## src/design/evim_pkg.sv

```systemverilog
// evim_pkg: constants for the exception vector and interrupt map block.
// assumes a single clock domain and a plain register port.
package evim_pkg;
  localparam int EVIM_NUM_VEC = 26;
  localparam int EVIM_AW = 8;
  // register offsets (word aligned byte addresses)
  localparam logic [7:0] EVIM_OFS_FLAG = 8'h00;
  localparam logic [7:0] EVIM_OFS_ENABLE = 8'h04;
  localparam logic [7:0] EVIM_OFS_PRIO0 = 8'h10;
  localparam logic [7:0] EVIM_OFS_EXC_STAT = 8'h40;
  localparam logic [7:0] EVIM_OFS_EXC_MASK = 8'h44;
  localparam logic [7:0] EVIM_OFS_CTRL = 8'h48;
  localparam logic [7:0] EVIM_OFS_VBASE = 8'h4C;
  localparam logic [7:0] EVIM_OFS_SPACING = 8'h50;
  localparam logic [7:0] EVIM_OFS_CAUSE = 8'h54;
  localparam logic [7:0] EVIM_OFS_TARGET = 8'h58;
  localparam logic [7:0] EVIM_OFS_LEVEL = 8'h5C;
  localparam int EVIM_PRIO_WORDS = 7;
  // cause codes
  localparam logic [4:0] EVIM_CC_INT = 5'h00;
  localparam logic [4:0] EVIM_CC_STMIS = 5'h05;
  localparam logic [4:0] EVIM_CC_BUS = 5'h07;
  localparam logic [4:0] EVIM_CC_RSV = 5'h0A;
  localparam logic [4:0] EVIM_CC_CPU = 5'h0B;
  localparam logic [4:0] EVIM_CC_OVF = 5'h0C;
  localparam logic [4:0] EVIM_CC_TRAP = 5'h0D;
  // vector targets
  localparam logic [31:0] EVIM_GEN_OFS = 32'h0000_0180;
  localparam logic [31:0] EVIM_DBG_NOPROBE = 32'hBFC0_0480;
  localparam logic [31:0] EVIM_DBG_PROBE = 32'hBFC0_0200;
  // reset values
  localparam logic [31:0] EVIM_VBASE_RST = 32'h9D00_0000;
  localparam logic [31:0] EVIM_SPACING_RST = 32'h0000_0020;
  // exception classes in priority order (index 0 highest)
  localparam int EVIM_NUM_EXC = 9;
  localparam int EVIM_X_CPU = 0;
  localparam int EVIM_X_RSV = 1;
  localparam int EVIM_X_OVF = 2;
  localparam int EVIM_X_TRAP = 3;
  localparam int EVIM_X_DBL = 4;
  localparam int EVIM_X_DBS = 5;
  localparam int EVIM_X_STMIS = 6;
  localparam int EVIM_X_BUS = 7;
  localparam int EVIM_X_COMPLEX_BREAKPOINT = 8;
  // valid source vectors: 0..11, 17..19, 23..25
  localparam logic [25:0] EVIM_VALID_VEC = 26'h38E_0FFF;
  typedef enum logic [1:0] {
    EVIM_IDLE = 2'b00,
    EVIM_TAKE = 2'b01,
    EVIM_HOLD = 2'b10
  } evim_state_type;
endpackage

```

## src/design/evim_top.sv

```systemverilog
// evim_top: exception classifier and interrupt source map.
// assumes events are one-cycle pulses synchronous to clk_i.
// Functional notes
// - coprocessor unusable: general vector, cu, exception_level, code 0x0B
// - reserved opcode: general vector, exception_level, code 0x0A
// - signed overflow: general vector, exception_level, code 0x0C
// - true trap condition: general vector, code 0x0D; false raises nothing
// - misaligned store: general vector, exception_level, code 0x05
// - load/store bus error: general vector, exception_level, code 0x07
// - load data break: probe-dependent debug vector, load-break flag
// - store data break: same debug vectors, store-break flag
// - interrupt handler address is base plus vector times programmable spacing
// - flag/enable at bit n mod 32; priority fields at 8k offsets
// - unmasked interrupt taken with code 0x00 and updates level
// - seven usable priority levels, four subpriority levels
`timescale 1ns/10ps
module evim_top
  import evim_pkg::*;
#(
  parameter int NUM_VEC = evim_pkg::EVIM_NUM_VEC
) (
  // clock and reset
  input wire logic clk_i,
  input wire logic sys_rst_i,
  // register port
  input wire logic [evim_pkg::EVIM_AW-1:0] reg_addr_i,
  input wire logic [31:0] reg_wdata_i,
  input wire logic reg_wr_i,
  input wire logic reg_rd_i,
  output logic [31:0] reg_rdata_o,
  // core exception events
  input wire logic cop_unusable_i,
  input wire logic [3:0] cop_num_i,
  input wire logic reserved_opcode_fault_i,
  input wire logic signed_arith_excess_i,
  input wire logic trap_exec_i,
  input wire logic trap_cond_i,
  input wire logic data_break_load_i,
  input wire logic data_break_store_i,
  input wire logic store_misalign_i,
  input wire logic load_store_bus_fault_i,
  input wire logic complex_breakpoint_i,
  input wire logic [2:0] complex_break_kind_i,
  input wire logic probe_attached_i,
  input wire logic exc_ack_i,
  // interrupt sources
  input wire logic core_timer_i,
  input wire logic [1:0] core_soft_i,
  input wire logic [4:0] ext_irq_i,
  input wire logic [3:0] change_notice_i,
  input wire logic [2:0] timer_irq_i,
  input wire logic [2:0] comparator_irq_i,
  // core side
  output logic exc_req_o,
  output logic [31:0] exc_target_o,
  output logic [4:0] cause_code_o,
  output logic exception_level_o,
  output logic [3:0] coprocessor_unusable_field_o,
  output logic debug_mode_o,
  output logic [4:0] debug_flags_o,
  output logic [2:0] current_priority_level_o,
  output logic irq_o
);
  import evim_pkg::*;

  localparam int PAW = 3;
  localparam logic [7:0] PRIO_END = 8'(EVIM_OFS_PRIO0 + 4 * EVIM_PRIO_WORDS);
  evim_state_type state_q;
  logic [NUM_VEC-1:0] flag_q, enable_q, src_vec;
  logic [EVIM_NUM_EXC-1:0] exc_stat_q, exc_mask_q, exc_evt;
  logic [31:0] vbase_q, spacing_q;
  logic [4:0] cause_q;
  logic [31:0] target_q;
  logic exl_q, dbg_q, irq_q;
  logic [3:0] cu_q;
  logic [4:0] dflags_q;
  logic [2:0] ipl_q;
  logic [31:0] rdata_q;
  logic rd_prio_q;
  logic [31:0] prio_rdata;
  logic [EVIM_PRIO_WORDS*32-1:0] prio_all;
  logic prio_we;

  function automatic logic [4:0] vec_prio(
    input logic [EVIM_PRIO_WORDS*32-1:0] p,
    input int n);
    vec_prio = p[(n/4)*32 + (n%4)*8 +: 5];
  endfunction

  always_comb
  begin
    src_vec = '0;
    src_vec[0] = core_timer_i;
    src_vec[2:1] = core_soft_i;
    src_vec[7:3] = ext_irq_i;
    src_vec[11:8] = change_notice_i;
    src_vec[19:17] = timer_irq_i;
    src_vec[25:23] = comparator_irq_i;
  end

  always_comb
  begin
    exc_evt = '0;
    exc_evt[EVIM_X_CPU] = cop_unusable_i;
    exc_evt[EVIM_X_RSV] = reserved_opcode_fault_i;
    exc_evt[EVIM_X_OVF] = signed_arith_excess_i;
    exc_evt[EVIM_X_TRAP] = trap_exec_i & trap_cond_i;
    exc_evt[EVIM_X_DBL] = data_break_load_i;
    exc_evt[EVIM_X_DBS] = data_break_store_i;
    exc_evt[EVIM_X_STMIS] = store_misalign_i;
    exc_evt[EVIM_X_BUS] = load_store_bus_fault_i;
    exc_evt[EVIM_X_COMPLEX_BREAKPOINT] = complex_breakpoint_i;
  end

  // best pending interrupt: highest priority, then subpriority, then low n
  logic best_v;
  logic [4:0] best_p;
  logic [4:0] best_n;
  always_comb
  begin
    best_v = 1'b0;
    best_p = 5'h00;
    best_n = 5'h00;
    for (int n = 0; n < NUM_VEC; n++)
    begin
      if (flag_q[n] && enable_q[n] && (vec_prio(prio_all, n) >> 2) != 5'h00
          && (!best_v || vec_prio(prio_all, n) > best_p))
      begin
        best_v = 1'b1;
        best_p = vec_prio(prio_all, n);
        best_n = 5'(n);
      end
    end
  end

  // only priority above the current level interrupts
  logic int_take;
  assign int_take = best_v && (best_p[4:2] > ipl_q) && !exl_q && !dbg_q;

  // first set bit in priority order
  logic exc_any;
  logic [3:0] exc_idx;
  always_comb
  begin
    exc_any = 1'b0;
    exc_idx = 4'h0;
    for (int i = EVIM_NUM_EXC - 1; i >= 0; i--)
    begin
      if (exc_evt[i])
      begin
        exc_any = 1'b1;
        exc_idx = 4'(i);
      end
    end
  end

  // take state
  always_ff @(posedge clk_i)
  begin
    if (sys_rst_i)
      state_q <= EVIM_IDLE;
    else
    begin
      case (state_q)
        EVIM_IDLE: if (exc_any || int_take) state_q <= EVIM_HOLD;
        EVIM_HOLD: if (exc_ack_i) state_q <= EVIM_IDLE;
        default: state_q <= EVIM_IDLE;
      endcase
    end
  end

  logic taking;
  assign taking = (state_q == EVIM_IDLE) && (exc_any || int_take);

  // vector target and cause
  always_ff @(posedge clk_i)
  begin
    if (sys_rst_i)
    begin
      target_q <= 32'h0000_0000;
      cause_q <= EVIM_CC_INT;
      exl_q <= 1'b0;
      dbg_q <= 1'b0;
      cu_q <= 4'h0;
      dflags_q <= 5'h00;
      ipl_q <= 3'h0;
    end
    else if (taking && exc_any)
    begin
      case (int'(exc_idx))
        EVIM_X_CPU:
        begin
          target_q <= vbase_q + EVIM_GEN_OFS;
          cause_q <= EVIM_CC_CPU;
          exl_q <= 1'b1;
          cu_q <= cop_num_i;
        end
        EVIM_X_RSV:
        begin
          target_q <= vbase_q + EVIM_GEN_OFS;
          cause_q <= EVIM_CC_RSV;
          exl_q <= 1'b1;
        end
        EVIM_X_OVF:
        begin
          target_q <= vbase_q + EVIM_GEN_OFS;
          cause_q <= EVIM_CC_OVF;
          exl_q <= 1'b1;
        end
        EVIM_X_TRAP:
        begin
          target_q <= vbase_q + EVIM_GEN_OFS;
          cause_q <= EVIM_CC_TRAP;
          exl_q <= 1'b1;
        end
        EVIM_X_DBL:
        begin
          target_q <= probe_attached_i ? EVIM_DBG_PROBE : EVIM_DBG_NOPROBE;
          dbg_q <= 1'b1;
          dflags_q <= 5'b00001;
        end
        EVIM_X_DBS:
        begin
          target_q <= probe_attached_i ? EVIM_DBG_PROBE : EVIM_DBG_NOPROBE;
          dbg_q <= 1'b1;
          dflags_q <= 5'b00010;
        end
        EVIM_X_STMIS:
        begin
          target_q <= vbase_q + EVIM_GEN_OFS;
          cause_q <= EVIM_CC_STMIS;
          exl_q <= 1'b1;
        end
        EVIM_X_BUS:
        begin
          target_q <= vbase_q + EVIM_GEN_OFS;
          cause_q <= EVIM_CC_BUS;
          exl_q <= 1'b1;
        end
        default:
        begin
          // imprecise instr, load, store break bits
          target_q <= probe_attached_i ? EVIM_DBG_PROBE : EVIM_DBG_NOPROBE;
          dbg_q <= 1'b1;
          dflags_q <= {complex_break_kind_i, 2'b00};
        end
      endcase
    end
    else if (taking)
    begin
      target_q <= vbase_q + spacing_q * {27'h0, best_n};
      cause_q <= EVIM_CC_INT;
      ipl_q <= best_p[4:2];
      exl_q <= 1'b1;
    end
    else if (reg_wr_i && reg_addr_i == EVIM_OFS_LEVEL)
    begin
      // software return path: restore level and leave exception
      ipl_q <= reg_wdata_i[2:0];
      exl_q <= reg_wdata_i[8];
      dbg_q <= reg_wdata_i[9];
    end
  end

  // flag bits, set wins over write-one-to-clear
  logic [NUM_VEC-1:0] flag_clr;
  assign flag_clr = (reg_wr_i && reg_addr_i == EVIM_OFS_FLAG) ?
                    reg_wdata_i[NUM_VEC-1:0] : '0;
  always_ff @(posedge clk_i)
  begin
    if (sys_rst_i)
      flag_q <= '0;
    else
      flag_q <= ((flag_q & ~flag_clr) | src_vec) &
                EVIM_VALID_VEC[NUM_VEC-1:0];
  end

  always_ff @(posedge clk_i)
  begin
    if (sys_rst_i)
      enable_q <= '0;
    else if (reg_wr_i && reg_addr_i == EVIM_OFS_ENABLE)
      enable_q <= reg_wdata_i[NUM_VEC-1:0];
  end

  // exception status: sticky, write one to clear, set wins
  logic [EVIM_NUM_EXC-1:0] stat_clr;
  assign stat_clr = (reg_wr_i && reg_addr_i == EVIM_OFS_EXC_STAT) ?
                    reg_wdata_i[EVIM_NUM_EXC-1:0] : '0;
  always_ff @(posedge clk_i)
  begin
    if (sys_rst_i)
      exc_stat_q <= '0;
    else
      exc_stat_q <= (exc_stat_q & ~stat_clr) | exc_evt;
  end

  always_ff @(posedge clk_i)
  begin
    if (sys_rst_i)
    begin
      exc_mask_q <= '0;
      vbase_q <= EVIM_VBASE_RST;
      spacing_q <= EVIM_SPACING_RST;
    end
    else if (reg_wr_i)
    begin
      if (reg_addr_i == EVIM_OFS_EXC_MASK)
        exc_mask_q <= reg_wdata_i[EVIM_NUM_EXC-1:0];
      if (reg_addr_i == EVIM_OFS_VBASE)
        vbase_q <= {reg_wdata_i[31:12], 12'h000};
      if (reg_addr_i == EVIM_OFS_SPACING)
        spacing_q <= {22'h0, reg_wdata_i[9:3], 3'h0};
    end
  end

  always_ff @(posedge clk_i)
  begin
    if (sys_rst_i)
      irq_q <= 1'b0;
    else
      irq_q <= |(exc_stat_q & exc_mask_q);
  end

  // stop at the last implemented word so higher offsets do not alias word 0
  assign prio_we = reg_wr_i && reg_addr_i >= EVIM_OFS_PRIO0
                   && reg_addr_i < PRIO_END;

  evim_prio_ram #(
    .WORDS(EVIM_PRIO_WORDS),
    .AW(PAW)
  ) u_prio (
    .clk_i(clk_i),
    .sys_rst_i(sys_rst_i),
    .we_i(prio_we),
    .waddr_i(PAW'((reg_addr_i - EVIM_OFS_PRIO0) >> 2)),
    .wdata_i(reg_wdata_i),
    .raddr_i(PAW'((reg_addr_i - EVIM_OFS_PRIO0) >> 2)),
    .rdata_o(prio_rdata),
    .all_o(prio_all)
  );

  // read data one cycle after strobe; unmapped reads zero
  always_ff @(posedge clk_i)
  begin
    if (sys_rst_i)
    begin
      rdata_q <= 32'h0000_0000;
      rd_prio_q <= 1'b0;
    end
    else
    begin
      rd_prio_q <= reg_rd_i && reg_addr_i >= EVIM_OFS_PRIO0
                   && reg_addr_i < PRIO_END;
      rdata_q <= 32'h0000_0000;
      if (reg_rd_i)
      begin
        case (reg_addr_i)
          EVIM_OFS_FLAG: rdata_q <= 32'(flag_q);
          EVIM_OFS_ENABLE: rdata_q <= 32'(enable_q);
          EVIM_OFS_EXC_STAT: rdata_q <= 32'(exc_stat_q);
          EVIM_OFS_EXC_MASK: rdata_q <= 32'(exc_mask_q);
          EVIM_OFS_VBASE: rdata_q <= vbase_q;
          EVIM_OFS_SPACING: rdata_q <= spacing_q;
          EVIM_OFS_CAUSE: rdata_q <= {27'h0, cause_q};
          EVIM_OFS_TARGET: rdata_q <= target_q;
          EVIM_OFS_LEVEL: rdata_q <= {22'h0, dbg_q, exl_q, 5'h0, ipl_q};
          default: rdata_q <= 32'h0000_0000;
        endcase
      end
    end
  end

  assign reg_rdata_o = rd_prio_q ? prio_rdata : rdata_q;
  assign exc_req_o = (state_q == EVIM_HOLD);
  assign exc_target_o = target_q;
  assign cause_code_o = cause_q;
  assign exception_level_o = exl_q;
  assign coprocessor_unusable_field_o = cu_q;
  assign debug_mode_o = dbg_q;
  assign debug_flags_o = dflags_q;
  assign current_priority_level_o = ipl_q;
  assign irq_o = irq_q;
endmodule

```

## src/design/evim_prio_ram.sv

```systemverilog
// evim_prio_ram: small register array for the priority words.
// assumes one writer and one reader; read data are registered.
`timescale 1ns/10ps
module evim_prio_ram #(
  parameter int WORDS = 7,
  parameter int AW = 3
) (
  // clock and reset
  input wire logic clk_i,
  input wire logic sys_rst_i,
  // write port
  input wire logic we_i,
  input wire logic [AW-1:0] waddr_i,
  input wire logic [31:0] wdata_i,
  // read port
  input wire logic [AW-1:0] raddr_i,
  output logic [31:0] rdata_o,
  // flat view for the arbiter
  output logic [WORDS*32-1:0] all_o
);
  logic [31:0] mem_q [WORDS];
  always_ff @(posedge clk_i)
  begin
    if (sys_rst_i)
    begin
      for (int i = 0; i < WORDS; i++)
        mem_q[i] <= 32'h0000_0000;
    end
    else if (we_i && (int'(waddr_i) < WORDS))
    begin
      // only priority and subpriority bits are implemented
      mem_q[waddr_i] <= wdata_i & 32'h1F1F_1F1F;
    end
  end
  always_ff @(posedge clk_i)
  begin
    if (sys_rst_i)
      rdata_o <= 32'h0000_0000;
    else if (int'(raddr_i) < WORDS)
      rdata_o <= mem_q[raddr_i];
    else
      rdata_o <= 32'h0000_0000;
  end
  genvar g;
  generate
    for (g = 0; g < WORDS; g++)
    begin : g_flat
      assign all_o[g*32 +: 32] = mem_q[g];
    end
  endgenerate
endmodule

```

## config.mk

```make
export PLATFORM = sky130hd
export DESIGN_NAME = evim_top
export DESIGN_NICKNAME = d
export VERILOG_FILES = /design/src/design/evim_pkg.sv /design/src/design/evim_top.sv /design/src/design/evim_prio_ram.sv
export SDC_FILE = /design/constraint.sdc
export NUM_CORES = 1
export LEC_CHECK = 0
export BUFFER_PORTS_ARGS = -buffer_cell sky130_fd_sc_hd__buf_2
export CORE_UTILIZATION = 25
export CTS_BUF_LIST = sky130_fd_sc_hd__clkbuf_4 sky130_fd_sc_hd__clkbuf_8 sky130_fd_sc_hd__clkbuf_16
export DETAILED_ROUTE_END_ITERATION = 12
export GPL_TIMING_DRIVEN = 1
export PLACE_DENSITY_LB_ADDON = 0.12
export SLEW_MARGIN = 20
export SYNTH_ARGS = -nofsm -noshare
export SYNTH_HDL_FRONTEND = slang
export SYNTH_SLANG_ARGS = --single-unit
```

## constraint.sdc

```tcl
create_clock -name clk_i -period 75 [get_ports clk_i]
set_input_delay 7.5 -clock clk_i [delete_from_list [all_inputs] [get_ports clk_i]]
set_output_delay 7.5 -clock clk_i [all_outputs]
set_load 0.01 [all_outputs]
```

# ---- Yosys cells after proc, flatten, opt, wreduce, memory -nomap -nowiden
# Memories as Yosys holds them, arrays and structs flattened. A register that Yosys moved wholly into a read port is not among the register bits.
# Index checks and enable logic that the tools add are counted.
dict set report classes {
  bitwise_logic 12
  addsub 3
  multipliers 1
  n_reduce_logical 192
  eq_ne 22
  n_lt_le_gt_ge 29
  mux 128
}
# operator n
set ops {}
lappend ops {{one-hot mux 32 bit (9 select lines)} 1}
lappend ops {{2-to-1 mux 5 bit} 49}
lappend ops {{nonzero test 5 bit} 26}
lappend ops {{2-to-1 mux 32 bit} 4}
lappend ops {{greater-than comparator 5 bit} 25}
lappend ops {{logical AND 1 bit} 91}
lappend ops {{== test 8 x 7 -> 1 bit, second input constant} 7}
lappend ops {{2-to-1 mux 1 bit} 50}
lappend ops {{2-to-1 mux 4 bit} 9}
lappend ops {{adder 32 x 15 -> 32 bit} 1}
lappend ops {{adder 32 x 9 -> 32 bit, second input constant} 1}
lappend ops {{one-hot mux 5 bit (6 select lines)} 1}
lappend ops {{logical NOT 1 bit} 27}
lappend ops {{AND 26 bit} 1}
lappend ops {{logical OR 1 bit} 26}
lappend ops {{2-to-1 mux 26 bit} 1}
lappend ops {{NOT 26 bit} 1}
lappend ops {{bitwise OR 26 bit} 1}
lappend ops {{2-to-1 mux 20 bit} 1}
lappend ops {{OR reduction 20 bit} 1}
lappend ops {{AND 9 bit} 2}
lappend ops {{AND reduction 2 bit} 9}
lappend ops {{== test 4 x 3 -> 1 bit, second input constant} 4}
lappend ops {{one-hot mux 5 bit (3 select lines)} 1}
lappend ops {{31 further kinds} 47}
dict set report totals {
  ff_bits 216
  ramBits 140
  n_memories 1
  elab_cells 407
  output_inout_bits 85
  in_bits 81
}
# name words word_bits rd rd_ports_with_merged_regs wr line
set mem_list {}
lappend mem_list {u_prio.mem_q 7 20 8 1 7 evim_prio_ram.sv:21} ;# logic [31:0] mem_q [WORDS];

# ---- Depth between registers and ports, before layout
# Gate-level depths: netlist of the first run.
# An unclocked memory read counts as a cell.
dict set report depth {
  depth_word 113
  ltp_mapped 193
  mapped_depth_nobuf 189
}

# ---- Cells and area by module
# Synthesis of the first run repeated with hierarchy kept, for this count alone.
dict set report unflattened {
  cells_unflattened 2301
  hier_area_um2 20584.7
}
# module n_inst cells_per_inst seq_area_each_um2 area_per_inst_um2
set modules_own_cells {}
lappend modules_own_cells {evim_top 1 1702 3423.3 13125.1}
lappend modules_own_cells {evim_prio_ram 1 599 4434.3 7459.7}

# ---- Worst setup path after synthesis of the first run
# OpenSTA, ideal clock, no wires.
dict set report synth_timing {
  path_kind {register -> register}
  start {memory u_prio.mem_q[0][4] in the netlist's numbering}
  end {register target_q[27], in the netlist exc_target_o[27]}
  stages_incl_launch_ff 183
  setup_time_ps 65
  arrival_time_ps 32623
  required_time_ps 74935
  n_path_buf 4
  setup_slack_ps 42312
  synth_period_minus_slack_ps 32688
  path_cell_list {edfxtp_1 -> o311a_1 -> and2_1 -> ha_1 -> inv_1 -> o31ai_1 -> o21bai_4 -> mux2_4 -> ha_1 -> a21o_1 -> a21oi_1 -> a21oi_1 -> nor2_1 -> mux2_2 -> ha_1 -> and4_1 -> a21oi_1 -> o31a_1 -> [147 not listed] -> o21a_1 -> o21ai_0 -> nand2b_1 -> a21o_1 -> a21oi_1 -> xnor2_1 -> ha_1 -> a21o_1 -> a21oi_1 -> nor2_1 -> nand2_1 -> nor3_1 -> and4_1 -> clkbuf_1 -> nor3_1 -> a211oi_1 -> a21oi_1 -> nor2_1}
}
# element line
set synth_rtl {}
lappend synth_rtl {{from (decl)} evim_prio_ram.sv:21}
lappend synth_rtl {{to (signal assigned)} evim_top.sv:193} ;# target_q <= vbase_q + EVIM_GEN_OFS;
lappend synth_rtl {{to (signal assigned)} evim_top.sv:200} ;# target_q <= vbase_q + EVIM_GEN_OFS;
lappend synth_rtl {{to (signal assigned)} evim_top.sv:206} ;# target_q <= vbase_q + EVIM_GEN_OFS;
lappend synth_rtl {{to (decl)} evim_top.sv:73} ;# logic [31:0] target_q;

==> flow_summary.yaml, run 1 <==
clocking:
  insertion_delay_ns: 0.58
  cts.clk_slew.worst_paths_ns: 0.06
  ctsRootBufferMaster: "clkbuf_16"
  cts_buffers: 41
  cts.htree.levels: 2
  ctsHoldBuffers: 0
  clock-sinks: 331
  post_cts_resized: 0
  cts_tree: "done"
  cts_setup_buffers: 0
  clockBufferDepth: 3
drt:
  drc: 0
  drt_iter0_drc: 1430
  dr_total_vias: 17520
  drt_pass1_iterations: 8
  routed_wl_um: 82410
  via_per_inst: 5.151
  wl_per_cell_um: 24.22
  drtAntennaViolNets: 0
pwr:
  p_comb_frac: 0.084
  leakagePower_nw: 8.958
  internal_power_mw: 0.3195
  netSwitchingPower_mw: 0.1166
  powerDensity_mw_per_mm2: 18.94
  seqPwrFrac: 0.461
  peakVddDrop_mv: 0.01307
  power_frac_clock: 0.455
  switching_share: 0.2673
synthesis:
  ys_ff_latch: 331
  synth_cell_types: 100
  async_reset_ff_frac: 0
  yosysWarnings: 0
  synth_common_cells: "301 x nand2_1, 242 x a21oi_1, 211 x dfxtp_1"
  synthFlopType: "dfxtp_1"
  synth_area_mm2: 0.01976
  synth_top_area_cell: "dfxtp_1"
  avgSynthCellArea_um2: 8.908
  ys_seq_area_frac: 0.3961
  yosysMostFrequentCell: "nand2_1"
  synth_top_area_frac: 0.2138
  synth_edf_count: 120
  synthCells: 2218
  synth_area_leaders: "dfxtp_1 21%, edfxtp_1 18%, ha_1 6.3%"
place:
  gp_congestion: 0.8695
  dp.cells: 3329
  dpl.hpwl_um: 60960
  io_buffers: 161
run:
  drv_cap: 0
global_route:
  antenna_found_initial: 7
  grtUsageMet1: 0.2836
  grt-busiest-layer: "met2"
  gr-total-overflow: 0
  grt_pass1_wl_um: 120100
  gr-usage-met2: 0.3256
  grt_pass1_vias: 16990
  grt_max_degree: 86
  grt.met3_usage: 0.02287
  grtUsageTotal: 0.2004
timing:
  slew_violations: 0
  setup_viol: 0
  timing.fmax_ghz: 0.02649
  min_period_ns: 37.75
  slew_headroom: 0.2773
  setup_tns_ns: 0
  finalHoldViolCount: 0
  fin_skew_ns: 0.02569
  tightest_slew_ns: 1.082
  rsz0062_at_grt: "no"
  finalCritPeriodShare: 0.5033
worst_setup_path:
  path_common_cell: "a21oi_1"
  cp-end-kind: "flop"
  max_stage_delay_ns: 0.71
  required_ns: 75.50
  slowest_stage: "a211oi_1"
  path_max_fanout: 11
  cp-start-kind: "flop"
  arrival_ns: 38.25
  path_class: "flop to flop"
worst_hold_path:
  hp-class: "flop to flop"
floorplanning:
  initial_core_util: 0.2538
  core_mm2: 0.07785
  die_h_um: 283.1
  dieArea_mm2: 0.08017
  row_count: 102
  io_pins: 166
  chipWidth_um: 283.1
final_layout:
  drive_gt1_frac: 0.1636
  utilization: 0.2957
  stdcell_count: 3402
  fill_cells: 8328
  areaGrowthSynthToFinish_pct: 16.51
  nets: 2529
status:
  outcome: "completed"
## power by group through the flow
| stage | combinational (mW) | sequential, mW | clock (mW) |
|---|---|---|---|
| 3_5_place_dp | 0.0369 | 0.205 | 0 |
| 2_1_floorplan | 0.0209 | 0.200 | 0 |
| 6_report | 0.0366 | 0.201 | 0.198 |
| 5_1_grt | 0.0401 | 0.202 | 0.208 |
| 4_1_cts | 0.0370 | 0.201 | 0.203 |
| 3_3_place_gp | 0.0366 | 0.205 | 0 |
## critical path, delay by kind of cell, from the launching register on
family                     cells  cell delay [ns]
buffers and inverters         14             1.18
adders and majority gates     23             7.27
muxes                         12             4.25
xor gates and xnor gates       1             0.10
and+or+nand+nor               53             9.26
AOI/OAI and AO/OA             72            15.08
DFF                            1             0.43
## routing by layer
metal	share of wire	up-vias
li1	-	8148
met1	0.47	8750
met2	0.46	543
met3	0.051	82
met4	0.019	0
met5	0	-
## cell usage in the layout (no fill, tap or decap), drive strengths merged, types with 8 or more instances in the layout
| cell | Yosys | routed |
|---|---|---|
| a211oi | 19 | 19 |
| a31oi | 9 | 9 |
| or2 | 14 | 14 |
| nand3 | 58 | 58 |
| a22oi | 30 | 30 |
| nand3b | 9 | 9 |
| mux4 | 20 | 20 |
| ha | 100 | 100 |
| nor2b | 35 | 35 |
| a211o | 10 | 10 |
| a21oi | 242 | 242 |
| o311a | 14 | 14 |
| nor3 | 32 | 32 |
| dfxtp | 211 | 211 |
| a21o | 14 | 14 |
| o31ai | 11 | 11 |
| nand4 | 11 | 11 |
| fa | 16 | 16 |
| clkinv | 1 | 11 |
| o311ai | 11 | 11 |
| or3 | 10 | 10 |
| a222oi | 24 | 24 |
| nor2 | 196 | 196 |
| o21ai | 61 | 61 |
| xnor2 | 10 | 10 |
| o211ai | 10 | 10 |
| xor2 | 9 | 9 |
| clkbuf | 108 | 57 |
| nand2 | 301 | 301 |
| mux2 | 49 | 49 |
| mux2i | 50 | 50 |
| buf | 17 | 193 |
| and2 | 146 | 146 |
| o21a | 9 | 9 |
| and3 | 10 | 10 |
| nand2b | 27 | 27 |
| a311oi | 11 | 11 |
| edfxtp | 120 | 120 |
| inv | 102 | 104 |
| a311o | 8 | 8 |
## area by class of cell
cell class              count  area [um^2]  area share
multi-input cells        1662        11130      0.4834
flip-flops and latches    331         7831      0.3402
well taps                1040         1301     0.05652
clock buffers              57         1189     0.05163
repair buffers            193         1052     0.04571
inverters                 103        386.6     0.01679
clock inverters            14        127.6    0.005544
diodes                      2        5.005   0.0002174
## registers in the layout (all words and copies together) (netlist names), 5 cells and up
register / flops
debug_flags_o: 5
exc_stat_q: 9
enable_q: 26
exc_mask_q: 9
flag_q: 18
rdata_q: 32
u_prio.rdata_o: 20
u_prio.mem_q: 140
exc_target_o: 29
vbase_q: 20
spacing_q: 7
## metrics by stage
stage | total power [mW] | setup WS [ns] | area [um^2] | hold WS (ns)
floorplan | 0.2211 | 42.31 | 19770 | 0.4363
global placement | 0.2416 | 38.50 | 21700 | 0.4395
detailed placement | 0.2419 | 37.68 | 21700 | 0.4488
CTS | 0.4408 | 37.55 | 23010 | 0.4566
global route | 0.4503 | 33.80 | 23020 | 0.4705
finish | 0.4360 | 37.25 | 23020 | 0.4534
## path summary, 6_finish.rpt
kind	from	end	slack, ns	cells after the start
setup reg to reg	u_prio.mem_q[0][4]	exc_target_o[31]	37.25	175
hold reg to reg	enable_q[13]	enable_q[13]	0.45	2
hold / removal	enable_q[13]	enable_q[13]	0.45	2
setup / recovery	u_prio.mem_q[0][4]	exc_target_o[31]	37.25	175
## cells by family after synthesis
logic type               share of synthesized area
AO/OA/AOI/OAI                               0.1817
XOR/XNOR                                  0.008422
adder cells (fa/ha/maj)                    0.08004
buffers and inverters                      0.04445
flip-flops                                  0.3962
multiplexers                               0.07624
other                                    0.0001898
AND/OR/NAND/NOR                             0.2128
Note: power is estimated with default switching activity, not from simulation.
==> run 2, diff against run 1 <==
--- a/config.mk
+++ b/config.mk
@@ -5,6 +5,7 @@
 export SDC_FILE = /design/constraint.sdc
 export NUM_CORES = 1
 export LEC_CHECK = 0
+export ABC_AREA = 1
 export BUFFER_PORTS_ARGS = -buffer_cell sky130_fd_sc_hd__buf_2
 export CORE_UTILIZATION = 25
 export CTS_BUF_LIST = sky130_fd_sc_hd__clkbuf_4 sky130_fd_sc_hd__clkbuf_8 sky130_fd_sc_hd__clkbuf_16
==> constraint.sdc (replaced) <==
create_clock -name clk_i -period 30.7 [get_ports clk_i]
set_input_delay 3.07 -clock clk_i [delete_from_list [all_inputs] [get_ports clk_i]]
set_output_delay 3.07 -clock clk_i [all_outputs]
set_load 0.01 [all_outputs]
==> flow_summary.yaml, run 2 <==
status:
  outcome: "completed"
clocking:
  cts_setup_buffers: 0
  cts_buffers: 39
  cts_tree: "done"
  cts.clk_slew.worst_paths_ns: 0.06
  insertion_delay_ns: 0.58
  clockBufferDepth: 3
  clock-sinks: 331
  ctsRootBufferMaster: "clkbuf_16"
  cts.htree.levels: 2
floorplanning:
  dieArea_mm2: 0.07624
  die_h_um: 276.1
  chipWidth_um: 276.1
  core_mm2: 0.07445
  io_pins: 166
  initial_core_util: 0.2523
  row_count: 100
timing:
  setup_slack_ns: 3.300
  timing.fmax_ghz: 0.03650
  setup_viol: 0
  finalHoldViolCount: 0
  slew_violations: 0
  hold_ws_ns: 0.4472
  slew_headroom: 0.2724
  fin_skew_ns: 0.02553
  tightest_slew_ns: 1.091
  min_period_ns: 27.40
  finalCritPeriodShare: 0.8925
synthesis:
  synth_top_area_cell: "dfxtp_1"
  synth_cell_types: 57
  ys_seq_area_frac: 0.4167
  avgSynthCellArea_um2: 7.652
  synthCells: 2455
  yosysMostFrequentCell: "nand2_1"
  synthXorXnorAreaFrac: 0.002331
  synth_area_mm2: 0.01879
  synth_edf_count: 120
  synthMuxAreaShare: 0.01259
  synthFlopType: "dfxtp_1"
  ys_ff_latch: 331
  yosysWarnings: 0
  yosys.area_share.simple: 0.2133
  async_reset_ff_frac: 0
  synth_top_family_by_area: "simple AND/OR/NAND/NOR gates"
  synth_top_area_frac: 0.2249
  synth-compound-area-share: 0.1816
  synth_common_cells: "457 x nand2_1, 302 x inv_1, 269 x nor2_1"
  synth_area_leaders: "dfxtp_1 22%, edfxtp_1 19%, nand2_1 9.1%"
  synthAdderAreaFrac: 0.08366
worst_setup_path:
  max_stage_delay_ns: 0.54
  slowest_stage: "fa_1"
  path_class: "flop to flop"
  path_common_cell: "nand2_1"
  arrival_ns: 27.90
  cp-start-kind: "flop"
  r2r_cells: 201
  path_max_fanout: 13
  cp-end-kind: "flop"
  required_ns: 31.20
final_layout:
  mostFrequentLayoutCell: "nand2_1"
  drive_gt1_frac: 0.1351
  nets: 2772
  mostFrequentLayoutCells: "455 x nand2_1, 301 x inv_1, 261 x nor2_1, 223 x o21ai_0, 210 x dfxtp_1"
  antenna_cells: 0
  areaGrowthSynthToFinish_pct: 17.05
  stdcell_area_mm2: 0.02199
  largest_register: "u_prio.mem_q"
  largest_reg_flops: 140
global_route:
  antenna_found_initial: 3
  grtUsageTotal: 0.2028
  gr-total-overflow: 0
  grt_pass1_vias: 17070
  grt_max_degree: 63
  grt_pass1_wl_um: 115900
place:
  io_buffers: 161
  dpl.hpwl_um: 59680
  gp_congestion: 0.8968
  postPlaceCellArea_mm2: 0.02057
  post-place-ws_ns: 2.286
drt:
  wl_met2_um: 36860
  drtAntennaViolNets: 0
  wl_per_cell_um: 22.02
  drt_iter0_drc: 1219
  routed_wl_um: 78730
  drc: 0
  top_layer: "met4"
  dr_wl_met3_um: 3405
  drt_pass1_iterations: 5
  via_per_inst: 4.914
  dr_total_vias: 17570
  wl_met1_um: 36440
worst_hold_path:
  holdPathStages: 2
  hp-class: "flop to flop"
pwr:
  leakagePower_nw: 9.785
  peakVddDrop_mv: 0.03266
  powerDensity_mw_per_mm2: 49.29
run:
  drv_cap: 0
run 2: changes by cell type in the layout (fill, tap and decap cells not counted), sizes merged, moves of 60 or more:
cell	previous run	this run
and2	146	3
nor2	196	273
inv	104	313
nand2	301	485
nand3	58	118
o21ai	61	241
run 2: logic make-up (layout without fill, tap and decap cells):
| group | Yosys count | in the layout |
|---|---|---|
| compound gates | 595 | 595 |
| fa+ha+maj | 116 | 116 |
| mux | 21 | 21 |
| flops | 331 | 331 |
| other cells | 1 | 4 |
| xor+xnor | 5 | 5 |
| simple gates | 952 | 952 |
| buf+inv | 434 | 582 |
run 2: worst max-delay path: cells and delay by family, from the launching register on:
kind / cells / cell delay [ns]
DFF: 1 / 0.36
AOI/OAI and AO/OA: 38 / 5.97
buffers and inverters: 19 / 1.33
xor gates and xnor gates: 1 / 0.09
and+or+nand+nor: 121 / 12.09
adders and majority gates: 22 / 7.41
run 2: path summary, 6_finish.rpt:
check / slack (ns) / endpoint / start
worst min register to register: 0.45 / u_prio.mem_q[6][13] / u_prio.mem_q[6][13]
worst max-delay path: 3.30 / exc_target_o[31] / flag_q[0]
worst max register to register: 3.30 / exc_target_o[31] / flag_q[0]
worst min-delay path: 0.45 / u_prio.mem_q[6][13] / u_prio.mem_q[6][13]
run 2: layout make-up:
type                       instances  area [um^2]
tap                              969         1212
clock buffer                      54         1207
fill                            8104        52460
timing repair buffer             186        993.5
clock inverter                    18        185.2
inverter                         324         1216
multi-input combinational       1693         9345
sequential                       331         7829
run 2: repair_timing:
action / CTS / global route
hold endpoints to repair: 0 / 0
resized for setup: 0 / 21
endpoints found under the setup margin: 0 / 11
hold buffers: 0 / 0
run 2: layer usage:
metal  up-vias  global-route usage
met5         -                   0
met4         0             0.05587
met3        86             0.02366
met2       481              0.3408
met1      8500              0.2734
li1       8500                   -
run 2: report_power, final:
group          leakage [nW]  internal, mW  switching [mW]
sequential             2.86         0.472          0.0178
combinational          6.22        0.0262          0.0659
clock                 0.705         0.296           0.206
total                  9.79         0.794           0.290
run 2: metrics by stage:
step,instances,utilization,power (mW),TNS [ns]
global route,3575,0.2954,1.121,-0.0004583
detailed placement,3503,0.2763,0.5909,0
CTS,3575,0.2950,1.095,0
floorplan,2458,-,0.5403,0
global placement,3503,0.2763,0.5904,0
finish,3575,0.2954,1.084,0
